[src/rtl/pchb_consts.svh]
`ifndef PCHB_CONSTS_SVH
`define PCHB_CONSTS_SVH
// ==========================================================
// Configuration offsets (byte addresses)
`define PCHB_A_REV 8'h08
`define PCHB_A_MEM 8'h10
`define PCHB_A_IO 8'h14
`define PCHB_A_FLASH 8'h18
`define PCHB_A_SUBSYS 8'h2c
`define PCHB_A_ROM 8'h30
`define PCHB_A_CAP 8'h34
`define PCHB_A_INT 8'h3c
`define PCHB_A_PM 8'hdc
// ==========================================================
// Window masks and fixed low bits
`define PCHB_MEM_MASK 32'hfffff000
`define PCHB_MEM_LOW 32'h00000008
`define PCHB_IO_MASK 32'hffffffc0
`define PCHB_IO_LOW 32'h00000001
`define PCHB_FLASH_MASK 32'hfffe0000
`define PCHB_ROM_MASK 32'hfff00000
`define PCHB_BAR_RESET 32'h00000000
// ==========================================================
// Fixed header fields
`define PCHB_CLASS 24'h020000
`define PCHB_CAP_PTR 8'hdc
`define PCHB_CAP_ID 8'h01
`define PCHB_CAP_NEXT 8'h00
`define PCHB_INT_PIN 8'h01
`define PCHB_MIN_GNT 8'h08
`define PCHB_MAX_LAT 8'h18
`define PCHB_IRQ_LINE_RESET 8'h00
`define PCHB_WAKE_AUX 5'h1f
`define PCHB_WAKE_NOAUX 5'h0f
`define PCHB_PM_LOW 9'h021
`define PCHB_PM_AUX 16'hfe21
`define PCHB_PM_NOAUX 16'h7e21
// ==========================================================
// EEPROM load
`define PCHB_EE_W_CTRL 6'h0a
`define PCHB_EE_W_PROD 6'h0b
`define PCHB_EE_W_MAKER 6'h0c
`define PCHB_EE_SIG 2'h1
`define PCHB_EE_REVSEL 13
`define PCHB_EE_BOOTDIS 11
`define PCHB_ID_RESET 16'h0000
`define PCHB_EE_OPCODE 3'h6
`define PCHB_EE_BITS 5'h19
`define PCHB_CLK_NS 10
`define PCHB_EE_HALF_NS 1000
`define PCHB_EE_HALF_CYC \
  ((`PCHB_EE_HALF_NS + `PCHB_CLK_NS - 1) / `PCHB_CLK_NS)
`endif

[src/rtl/pchb_pkg.sv]
package pchb_pkg;
  // ========================================================
  // Configuration access carriers
  typedef struct packed {
    logic wr;
    logic [7:0] addr;
    logic [3:0] be;
    logic [31:0] wdata;
  } pchb_cfg_req_type;
  typedef struct packed {
    logic done;
    logic retry;
    logic [31:0] rdata;
  } pchb_cfg_ans_type;
  // ========================================================
  // State machines
  typedef enum {LD_ISSUE, LD_WAIT, LD_READY} pchb_ld_type;
  typedef enum {EE_IDLE, EE_RUN, EE_DONE} pchb_ee_type;
endpackage

[src/rtl/pchb_eeprom_rd.sv]
`timescale 1ns/1ns
`include "pchb_consts.svh"
module pchb_eeprom_rd
  import pchb_pkg::*;
(
  // Clock and reset
  input wire logic clock,
  input wire logic rst_n,
  // Word request
  input wire logic start,
  input wire logic [5:0] addr,
  output logic done_r,
  output logic [15:0] data_r,
  // EEPROM pins
  output logic ee_sk_r,
  output logic ee_cs_r,
  output logic ee_di_r,
  input wire logic ee_do
);
  pchb_ee_type st_r, st_nxt;
  logic [7:0] div_r, div_nxt;
  logic [4:0] bit_r, bit_nxt;
  logic [24:0] sh_r, sh_nxt;
  logic sk_nxt, cs_nxt, di_nxt, done_nxt;
  logic [15:0] data_nxt;
  logic do_meta_r, do_sync_r;

  // ========================================================
  // Bit engine
  // One shift register carries command out and data in:
  // each rising edge shifts in, the next falling edge
  // presents the following command bit.
  always_comb
  begin
    st_nxt = st_r;
    div_nxt = div_r;
    bit_nxt = bit_r;
    sh_nxt = sh_r;
    sk_nxt = ee_sk_r;
    cs_nxt = ee_cs_r;
    di_nxt = ee_di_r;
    done_nxt = 1'b0;
    data_nxt = data_r;
    case (st_r)
      EE_IDLE:
        if (start)
        begin
          sh_nxt = {`PCHB_EE_OPCODE, addr, 16'h0000};
          di_nxt = 1'b1;
          cs_nxt = 1'b1;
          sk_nxt = 1'b0;
          div_nxt = 8'h00;
          bit_nxt = 5'h00;
          st_nxt = EE_RUN;
        end
      EE_RUN:
        if (div_r == 8'(`PCHB_EE_HALF_CYC - 1))
        begin
          div_nxt = 8'h00;
          if (!ee_sk_r)
          begin
            sk_nxt = 1'b1;
            sh_nxt = {sh_r[23:0], do_sync_r};
            bit_nxt = bit_r + 5'h01;
          end
          else
          begin
            sk_nxt = 1'b0;
            di_nxt = sh_r[24];
            if (bit_r == `PCHB_EE_BITS)
            begin
              cs_nxt = 1'b0;
              di_nxt = 1'b0;
              st_nxt = EE_DONE;
            end
          end
        end
        else
          div_nxt = div_r + 8'h01;
      EE_DONE:
      begin
        data_nxt = sh_r[15:0];
        done_nxt = 1'b1;
        st_nxt = EE_IDLE;
      end
      default:
        st_nxt = EE_IDLE;
    endcase
  end

  always_ff @(posedge clock or negedge rst_n)
  begin
    if (!rst_n)
    begin
      st_r <= EE_IDLE;
      div_r <= 8'h00;
      bit_r <= 5'h00;
      sh_r <= 25'h0000000;
      ee_sk_r <= 1'b0;
      ee_cs_r <= 1'b0;
      ee_di_r <= 1'b0;
      done_r <= 1'b0;
      data_r <= 16'h0000;
      do_meta_r <= 1'b0;
      do_sync_r <= 1'b0;
    end
    else
    begin
      st_r <= st_nxt;
      div_r <= div_nxt;
      bit_r <= bit_nxt;
      sh_r <= sh_nxt;
      ee_sk_r <= sk_nxt;
      ee_cs_r <= cs_nxt;
      ee_di_r <= di_nxt;
      done_r <= done_nxt;
      data_r <= data_nxt;
      do_meta_r <= ee_do;
      do_sync_r <= do_meta_r;
    end
  end
endmodule

[src/rtl/pchb_config_bank.sv]
`timescale 1ns/1ns
`include "pchb_consts.svh"
module pchb_config_bank
  import pchb_pkg::*;
#(
  // Arbitrary value
  parameter logic [7:0] REV_ID = 8'h05
)
(
  // Clock and reset
  input wire logic clock,
  input wire logic rst_n,
  // Configuration access
  input wire logic cfg_valid,
  input wire pchb_cfg_req_type cfg_req,
  output pchb_cfg_ans_type cfg_ans_r,
  // Board supply strap
  input wire logic aux_power,
  // Serial EEPROM
  output logic ee_sk_r,
  output logic ee_cs_r,
  output logic ee_di_r,
  input wire logic ee_do
);
  pchb_ld_type ld_r, ld_nxt;
  logic [1:0] word_r, word_nxt;
  logic [15:0] ctrl_r, ctrl_nxt;
  logic [15:0] prod_r, prod_nxt;
  logic [15:0] maker_r, maker_nxt;
  logic ee_start_r, ee_start_nxt;
  logic [5:0] ee_addr_r, ee_addr_nxt;
  logic ee_done;
  logic [15:0] ee_data;
  logic aux_meta_r, aux_sync_r;
  logic [31:0] mem_r, mem_nxt, io_r, io_nxt;
  logic [31:0] fl_r, fl_nxt, rom_r, rom_nxt;
  logic [7:0] irq_line_r, irq_line_nxt;
  pchb_cfg_ans_type ans_nxt;
  logic ready, present, boot_dis;
  logic [7:0] rev;
  logic [15:0] board_product, board_maker, power_features;

  // ========================================================
  // Helpers
  function automatic logic [31:0] lane_wr(
    input logic [31:0] old,
    input logic [31:0] wd,
    input logic [3:0] be,
    input logic [31:0] mask
  );
    logic [31:0] m;
    m = {{8{be[3]}}, {8{be[2]}}, {8{be[1]}}, {8{be[0]}}};
    return ((wd & m) | (old & ~m)) & mask;
  endfunction

  function automatic logic is_reg(
    input logic [7:0] addr,
    input logic [7:0] a
  );
    return addr[7:2] == a[7:2];
  endfunction

  // ========================================================
  // EEPROM word reader
  pchb_eeprom_rd u_ee (
    .clock(clock),
    .rst_n(rst_n),
    .start(ee_start_r),
    .addr(ee_addr_r),
    .done_r(ee_done),
    .data_r(ee_data),
    .ee_sk_r(ee_sk_r),
    .ee_cs_r(ee_cs_r),
    .ee_di_r(ee_di_r),
    .ee_do(ee_do)
  );

  // ========================================================
  // Automatic load after reset
  always_comb
  begin
    ld_nxt = ld_r;
    word_nxt = word_r;
    ctrl_nxt = ctrl_r;
    prod_nxt = prod_r;
    maker_nxt = maker_r;
    ee_start_nxt = 1'b0;
    ee_addr_nxt = ee_addr_r;
    case (ld_r)
      LD_ISSUE:
      begin
        ee_start_nxt = 1'b1;
        ee_addr_nxt = `PCHB_EE_W_CTRL + 6'(word_r);
        ld_nxt = LD_WAIT;
      end
      LD_WAIT:
        if (ee_done)
        begin
          case (word_r)
            2'h0: ctrl_nxt = ee_data;
            2'h1: prod_nxt = ee_data;
            default: maker_nxt = ee_data;
          endcase
          if (word_r == 2'h2)
            ld_nxt = LD_READY;
          else
          begin
            word_nxt = word_r + 2'h1;
            ld_nxt = LD_ISSUE;
          end
        end
      LD_READY:
        ld_nxt = LD_READY;
      default:
        ld_nxt = LD_ISSUE;
    endcase
  end

  always_ff @(posedge clock or negedge rst_n)
  begin
    if (!rst_n)
    begin
      ld_r <= LD_ISSUE;
      word_r <= 2'h0;
      ctrl_r <= 16'h0000;
      prod_r <= `PCHB_ID_RESET;
      maker_r <= `PCHB_ID_RESET;
      ee_start_r <= 1'b0;
      ee_addr_r <= 6'h00;
    end
    else
    begin
      ld_r <= ld_nxt;
      word_r <= word_nxt;
      ctrl_r <= ctrl_nxt;
      prod_r <= prod_nxt;
      maker_r <= maker_nxt;
      ee_start_r <= ee_start_nxt;
      ee_addr_r <= ee_addr_nxt;
    end
  end

  // ========================================================
  // Loaded identity and fixed fields
  assign ready = (ld_r == LD_READY);
  assign present = ready && (ctrl_r[15:14] == `PCHB_EE_SIG);
  assign boot_dis = present && ctrl_r[`PCHB_EE_BOOTDIS];
  assign board_product = present ? prod_r : `PCHB_ID_RESET;
  assign board_maker = present ? maker_r : `PCHB_ID_RESET;
  assign rev = (present && ctrl_r[`PCHB_EE_REVSEL]) ?
    {REV_ID[7:3], ctrl_r[10:8]} : REV_ID;
  // The strap is driven by board power, not by this clock.
  // Without aux the field value PCHB_WAKE_NOAUX is used, so the wake field is 01111b.
  assign power_features = {
    aux_sync_r ? `PCHB_WAKE_AUX : `PCHB_WAKE_NOAUX,
    1'b1,
    1'b1,
    `PCHB_PM_LOW
  };

  always_ff @(posedge clock or negedge rst_n)
  begin
    if (!rst_n)
    begin
      aux_meta_r <= 1'b0;
      aux_sync_r <= 1'b0;
    end
    else
    begin
      aux_meta_r <= aux_power;
      aux_sync_r <= aux_meta_r;
    end
  end

  // ========================================================
  // Configuration cycles
  always_comb
  begin
    mem_nxt = mem_r;
    io_nxt = io_r;
    fl_nxt = fl_r;
    rom_nxt = rom_r;
    irq_line_nxt = irq_line_r;
    ans_nxt = '0;
    if (cfg_valid && !ready)
      ans_nxt.retry = 1'b1;
    else if (cfg_valid)
    begin
      ans_nxt.done = 1'b1;
      if (cfg_req.wr)
      begin
        if (is_reg(cfg_req.addr, `PCHB_A_MEM))
          mem_nxt = lane_wr(mem_r, cfg_req.wdata, cfg_req.be,
            `PCHB_MEM_MASK);
        if (is_reg(cfg_req.addr, `PCHB_A_IO))
          io_nxt = lane_wr(io_r, cfg_req.wdata, cfg_req.be,
            `PCHB_IO_MASK);
        if (is_reg(cfg_req.addr, `PCHB_A_FLASH))
          fl_nxt = lane_wr(fl_r, cfg_req.wdata, cfg_req.be,
            `PCHB_FLASH_MASK);
        if (is_reg(cfg_req.addr, `PCHB_A_ROM))
          rom_nxt = lane_wr(rom_r, cfg_req.wdata, cfg_req.be,
            `PCHB_ROM_MASK);
        if (is_reg(cfg_req.addr, `PCHB_A_INT) && cfg_req.be[0])
          irq_line_nxt = cfg_req.wdata[7:0];
      end
      else
        case ({cfg_req.addr[7:2], 2'b00})
          `PCHB_A_REV:
            ans_nxt.rdata = {`PCHB_CLASS, rev};
          `PCHB_A_MEM:
            ans_nxt.rdata = mem_r | `PCHB_MEM_LOW;
          `PCHB_A_IO:
            ans_nxt.rdata = io_r | `PCHB_IO_LOW;
          `PCHB_A_FLASH:
            ans_nxt.rdata = fl_r;
          `PCHB_A_SUBSYS:
            ans_nxt.rdata = {board_product, board_maker};
          `PCHB_A_ROM:
            ans_nxt.rdata = boot_dis ? 32'h0 : rom_r;
          `PCHB_A_CAP:
            ans_nxt.rdata = {24'h0, `PCHB_CAP_PTR};
          `PCHB_A_INT:
            ans_nxt.rdata = {`PCHB_MAX_LAT, `PCHB_MIN_GNT,
              `PCHB_INT_PIN, irq_line_r};
          `PCHB_A_PM:
            ans_nxt.rdata = {power_features,
              `PCHB_CAP_NEXT, `PCHB_CAP_ID};
          default:
            ans_nxt.rdata = 32'h0;
        endcase
    end
  end

  always_ff @(posedge clock or negedge rst_n)
  begin
    if (!rst_n)
    begin
      mem_r <= `PCHB_BAR_RESET;
      io_r <= `PCHB_BAR_RESET;
      fl_r <= `PCHB_BAR_RESET;
      rom_r <= `PCHB_BAR_RESET;
      irq_line_r <= `PCHB_IRQ_LINE_RESET;
      cfg_ans_r <= '0;
    end
    else
    begin
      mem_r <= mem_nxt;
      io_r <= io_nxt;
      fl_r <= fl_nxt;
      rom_r <= rom_nxt;
      irq_line_r <= irq_line_nxt;
      cfg_ans_r <= ans_nxt;
    end
  end
endmodule

[config.mk]
export PLATFORM = sky130hd
export DESIGN_NAME = pchb_config_bank
export DESIGN_NICKNAME = d
export VERILOG_FILES = /design/src/rtl/pchb_pkg.sv /design/src/rtl/pchb_eeprom_rd.sv /design/src/rtl/pchb_config_bank.sv
export VERILOG_INCLUDE_DIRS = /design/src /design/src/rtl
export SDC_FILE = /design/constraint.sdc
export NUM_CORES = 1
export LEC_CHECK = 0
export BUFFER_PORTS_ARGS = -buffer_cell sky130_fd_sc_hd__buf_2
export CORE_MARGIN = 2
export CORE_UTILIZATION = 30
export DETAILED_ROUTE_END_ITERATION = 10
export GPL_TIMING_DRIVEN = 0
export PLACE_DENSITY = 0.55
export SETUP_SLACK_MARGIN = 0.15
export SLEW_MARGIN = 20
export SYNTH_ARGS = -nofsm -noshare
export SYNTH_HDL_FRONTEND = slang
export SYNTH_SLANG_ARGS = --single-unit
[constraint.sdc]
create_clock -name clock -period 2 [get_ports clock]
set_clock_uncertainty 0.15 [all_clocks]
set_input_delay 0.1 -clock clock [delete_from_list [all_inputs] [get_ports clock]]
set_output_delay 0.1 -clock clock [all_outputs]
set_load 0.005 [all_outputs]
== Yosys cells after proc, flatten, opt, wreduce, memory -nomap -nowiden ==
Index checks and enable logic that the tools add are counted.
W data, S select, Z words.
Word-level totals
  logic and storage cells: 142
  register bits after elaboration: 298
  input bits: 50
Cells by class
  reductions and logical operators: 26
  multiplexer cells: 46
  bitwise logic cells: 13
  add/subtract/negate cells: 4
  eq/ne operators: 25
Operators with widths (number)
  $mux W32: 9
  $pmux W32 S9: 1
  $and A32 B32 Y32: 5
  $or A32 B32 Y32: 4
  $pmux W32 S3: 1
  $mux W25: 3
  $eq A32 B1 Y1 const B: 2
  $eq A32 B2 Y1 const B: 2
  $logic_not A32 Y1: 2
  $pmux W32 S2: 1
  $pmux W25 S2: 1
  $eq A32 B3 Y1 const B: 1
  $mux W16: 2
  $not A32 Y32: 1
  $reduce_and A4 Y1: 8
  $eq A6 B4 Y1 const B: 4
  $mux W5: 4
  $eq A6 B3 Y1 const B: 3
  $mux W8: 2
  $pmux W8 S2: 1
  $mux W1: 15
  $reduce_and A3 Y1: 5
  $pmux W5 S2: 1
  $add A8 B1 Y8 const B: 1
  other kinds (22): 35

== Logic depth before layout (Yosys ltp) ==
  depth in word-level cells: 8
  gate-level depth with buffers: 7
  mapped depth without buffers: 6

== Hierarchy ==
Synthesis repeated with hierarchy kept, for this count alone.
Unflattened totals
  cell total of the unflattened synthesis: 715
  area, all modules: 9535.4 µm²
Modules (own cells, without submodules)
  pchb_config_bank: times used 1, cells each 504, seq. area each 4129.0 µm², area each 6964.2 µm²
  pchb_eeprom_rd: times used 1, cells each 211, seq. area each 1551.5 µm², area each 2571.2 µm²

== Worst setup path after synthesis ==
Ideal clock, no wire load.
  path type: register to register
  start point: reg u_ee.div_r[0]
  end point: reg u_ee.sh_r[19]
  data required time: 1.725 ns
  setup slack: -0.116 ns
  stages on the path, launching flop included: 7
  clock period less this slack: 2.116 ns
  arrival time: 1.841 ns
  cells stage by stage: dfrtp_1 > ha_1 > and4bb_2 > a21oi_1 > nor2_1 > buf_2 > mux2_2
Between the ends
  longest elaborated chain between the ends: 3
Ends and longest elaborated chain
  from (decl): RTL line pchb_eeprom_rd.sv:21  | logic [7:0] div_r, div_nxt;
  from (signal assigned): RTL line pchb_eeprom_rd.sv:110  | div_r <= div_nxt;
  $eq A8 B7 Y1: RTL line pchb_eeprom_rd.sv:57  | if (div_r == 8'(`PCHB_EE_HALF_CYC - 1))
  $ne A2 B1 Y1 (no line)
  $reduce_and A4 Y1 (no line)
  to (signal assigned): RTL line pchb_eeprom_rd.sv:112  | sh_r <= sh_nxt;
  to (decl): RTL line pchb_eeprom_rd.sv:23  | logic [24:0] sh_r, sh_nxt;
No other way between the ends.
A chain may end at the register's enable or synchronous reset.

==> reports/qor.yml <==
post-route-period-util_pct: 103
max_slew_margin_pct: 43.7
synth_cell_types: 57
path_clk_slew_ps: 60
die_h_um: 181
fin_ws_ps: -53.1
syn_to_final_growth_pct: 36.0
netlist_area_mm2: 0.00940
hold_class: "in2async"
max_freq_mhz: 487
cts-buffers-inserted: 25
synthTopCellsByArea: "dfrtp_1, mux2_2, nand2_1"
power_density_mw_per_mm2: 712
violations: "hold timing, setup timing"
nFillCells: 2915
clockRootBuffer: "clkbuf_16"
maxSlewViolCount: 0
clock_path_buffers: 3
ys_seq_elements: 227
grt_pass1_vias: 6799
synth_top_area_share_pct: 60.4
rows: 64
nets: 986
ys_warn_count: 0
start_kind: "flip-flop"
syn_nets: 790
diodes: 0
tightest_slew_ps: 844
io_buffers: 83
yosysTopAreaCell: "dfrtp_1"
grt_antenna_before_repair: 0
insertion_delay_ps: 520
syn_avg_cell_area_um2: 12.8
io_pins: 87
dr_total_vias: 6714
wl_per_cell_um: 19.0
tritoncts: "yes"
dp_hpwl_um: 16600
stdcell_count: 1339
track_usage_pct: 15.3
syn-instance-count: 734
initialDrtViolationCount: 443
synth-async-reset-ratio_pct: 100
vias_per_cell: 5.01
fp.coreArea_mm2: 0.0307
place_ws_ps: -597
max-cap-violations: 0
die_w_um: 181
finalHoldViolCount: 45
initial_core_util_pct: 30.6
p_leak_nw: 6.06
cp.arrival_ps: 2330
globalplace.congestion: 0.771
drive_above_1_share_pct: 42.7
h-tree-depth: 1
placed_cells: 1215
total_power_mw: 9.10
status: "finished with violations"
synth_edf_count: 0
clock_sinks: 227
rsz0062_at_grt: "true"
crit_path_end_kind: "flip-flop"
worstPathMaxFanout: 10
drc: 0
ys.flop_type: "dfrtp_1"
ys_seq_area_share_pct: 60.4
irDropWorstVdd_mv: 0.477
tns_ps: -279
crit_required_ps: 2280
dr.pass1.iters: 5
final_antenna_net_count: 0
fin_crit_ps: 2050
grt_start_max_net_pins: 91
routed_wl_um: 25500
whs_ps: -75.1
overflow: 0
setup_violations: 19
dieArea_mm2: 0.0328
criticalPathCategory: "reg2reg"
grt_pass1_wl_um: 39600
per-layer routing:
| layer | track usage [%] | wire length, um | vias up | share of wire [%] |
|---|---|---|---|---|
| met5 | 0 | 0 | - | 0 |
| met4 | 3.71 | 597 | 0 | 2.3 |
| met3 | 2.82 | 1240 | 34 | 4.9 |
| met2 | 24.9 | 11900 | 173 | 47 |
| met1 | 21.0 | 11700 | 3429 | 46 |
| li1 | - | - | 3078 | - |
synth_stat cells, types with 6 or more instances:
cell	count
nand2_1	60
clkbuf_1	28
a221oi_1	9
dfrtp_1	227
a21oi_1	33
a222oi_1	13
a22oi_1	21
o31ai_1	16
inv_1	18
buf_2	9
nor2_1	26
mux2i_1	9
mux2_2	136
nand3_1	9
ha_1	6
a31oi_1	7
o21ai_0	31
layout by cell type, fill, tap and decap left out, drive strengths merged, types with 13 or more instances in the layout:
cell type / instances
nand2: 62
dlygate4sd3: 42
nor2: 28
mux2: 136
inv: 20
o31ai: 16
a22oi: 21
dfrtp: 227
buf: 137
clkbuf: 61
a21oi: 35
o21ai: 32
a222oi: 13
report_power, final:
group,switching (mW),total (mW),internal [mW]
Clock,1.83,4.19,2.37
Sequential,0.00166,4.60,4.60
Combinational,0.184,0.302,0.118
Total,2.01,9.10,7.08
final timing paths:
check / cells past startpoint / end / slack, ps / start
setup reg to reg: 6 / cfg_ans_r[22] / -50 / ld_r[0]
setup / recovery: 6 / cfg_ans_r[22] / -50 / ld_r[0]
max in group asynchronous: 3 / aux_meta_r / 460 / rst_n
min in group clock: 5 / cfg_ans_r[27] / 40 / cfg_req[43]
hold reg to reg: 0 / aux_sync_r / 210 / aux_meta_r
hold / removal: 2 / async pin / -80 / rst_n
cells by family (layout without fill, tap and decap cells):
kind of cell             count (synthesis)  in the layout  synth area share (%)
flip-flops                             227            227                  60.4
AND/OR/NAND/NOR                        148            148                  8.19
AO/OA/AOI/OAI                          145            147                  10.3
multiplexers                           145            145                  17.3
buffers and inverters                   58            265                  2.52
adder cells (fa/ha/maj)                  6              6                 0.799
XOR/XNOR                                 5              5                 0.466
area by class of cell:
cell class | count | area, um2 | area share [%]
Tap cell | 396 | 495 | 3.88
Clock buffer | 33 | 676 | 5.29
Inverter | 18 | 67.6 | 0.529
Multi-Input combinational cell | 451 | 4120 | 32.2
Clock inverter | 7 | 48.8 | 0.382
Timing Repair Buffer | 167 | 1280 | 10.0
Buffer | 40 | 405 | 3.17
Sequential cell | 227 | 5690 | 44.5
timing repair:
action / in CTS / in global routing
endpoints found under the setup margin: 180 / 154
pin swaps: 28 / 16
setup buffers: 20 / 17
cloned: 3 / 2
resized for setup: 141 / 63
endpoints found under the hold margin: 236 / 13
hold buffers: 41 / 1
through the flow:
step | area [um2] | utilization, %
after floorplan | 9460 | -
after CTS | 12400 | 40.3
final | 12800 | 41.6
after global placement | 10400 | 33.7
after global routing | 12800 | 41.6
after detailed placement | 10400 | 34.0
worst max-delay path, cell delays in order (launching register included):
cell and delay, ps:
dfrtp_2 470, or4bb_4 550, nor3_4 160, buf_12 150, clkbuf_8 180, a22oi_1 100, a21oi_1 200
Power figures use the tool's default switching activity.
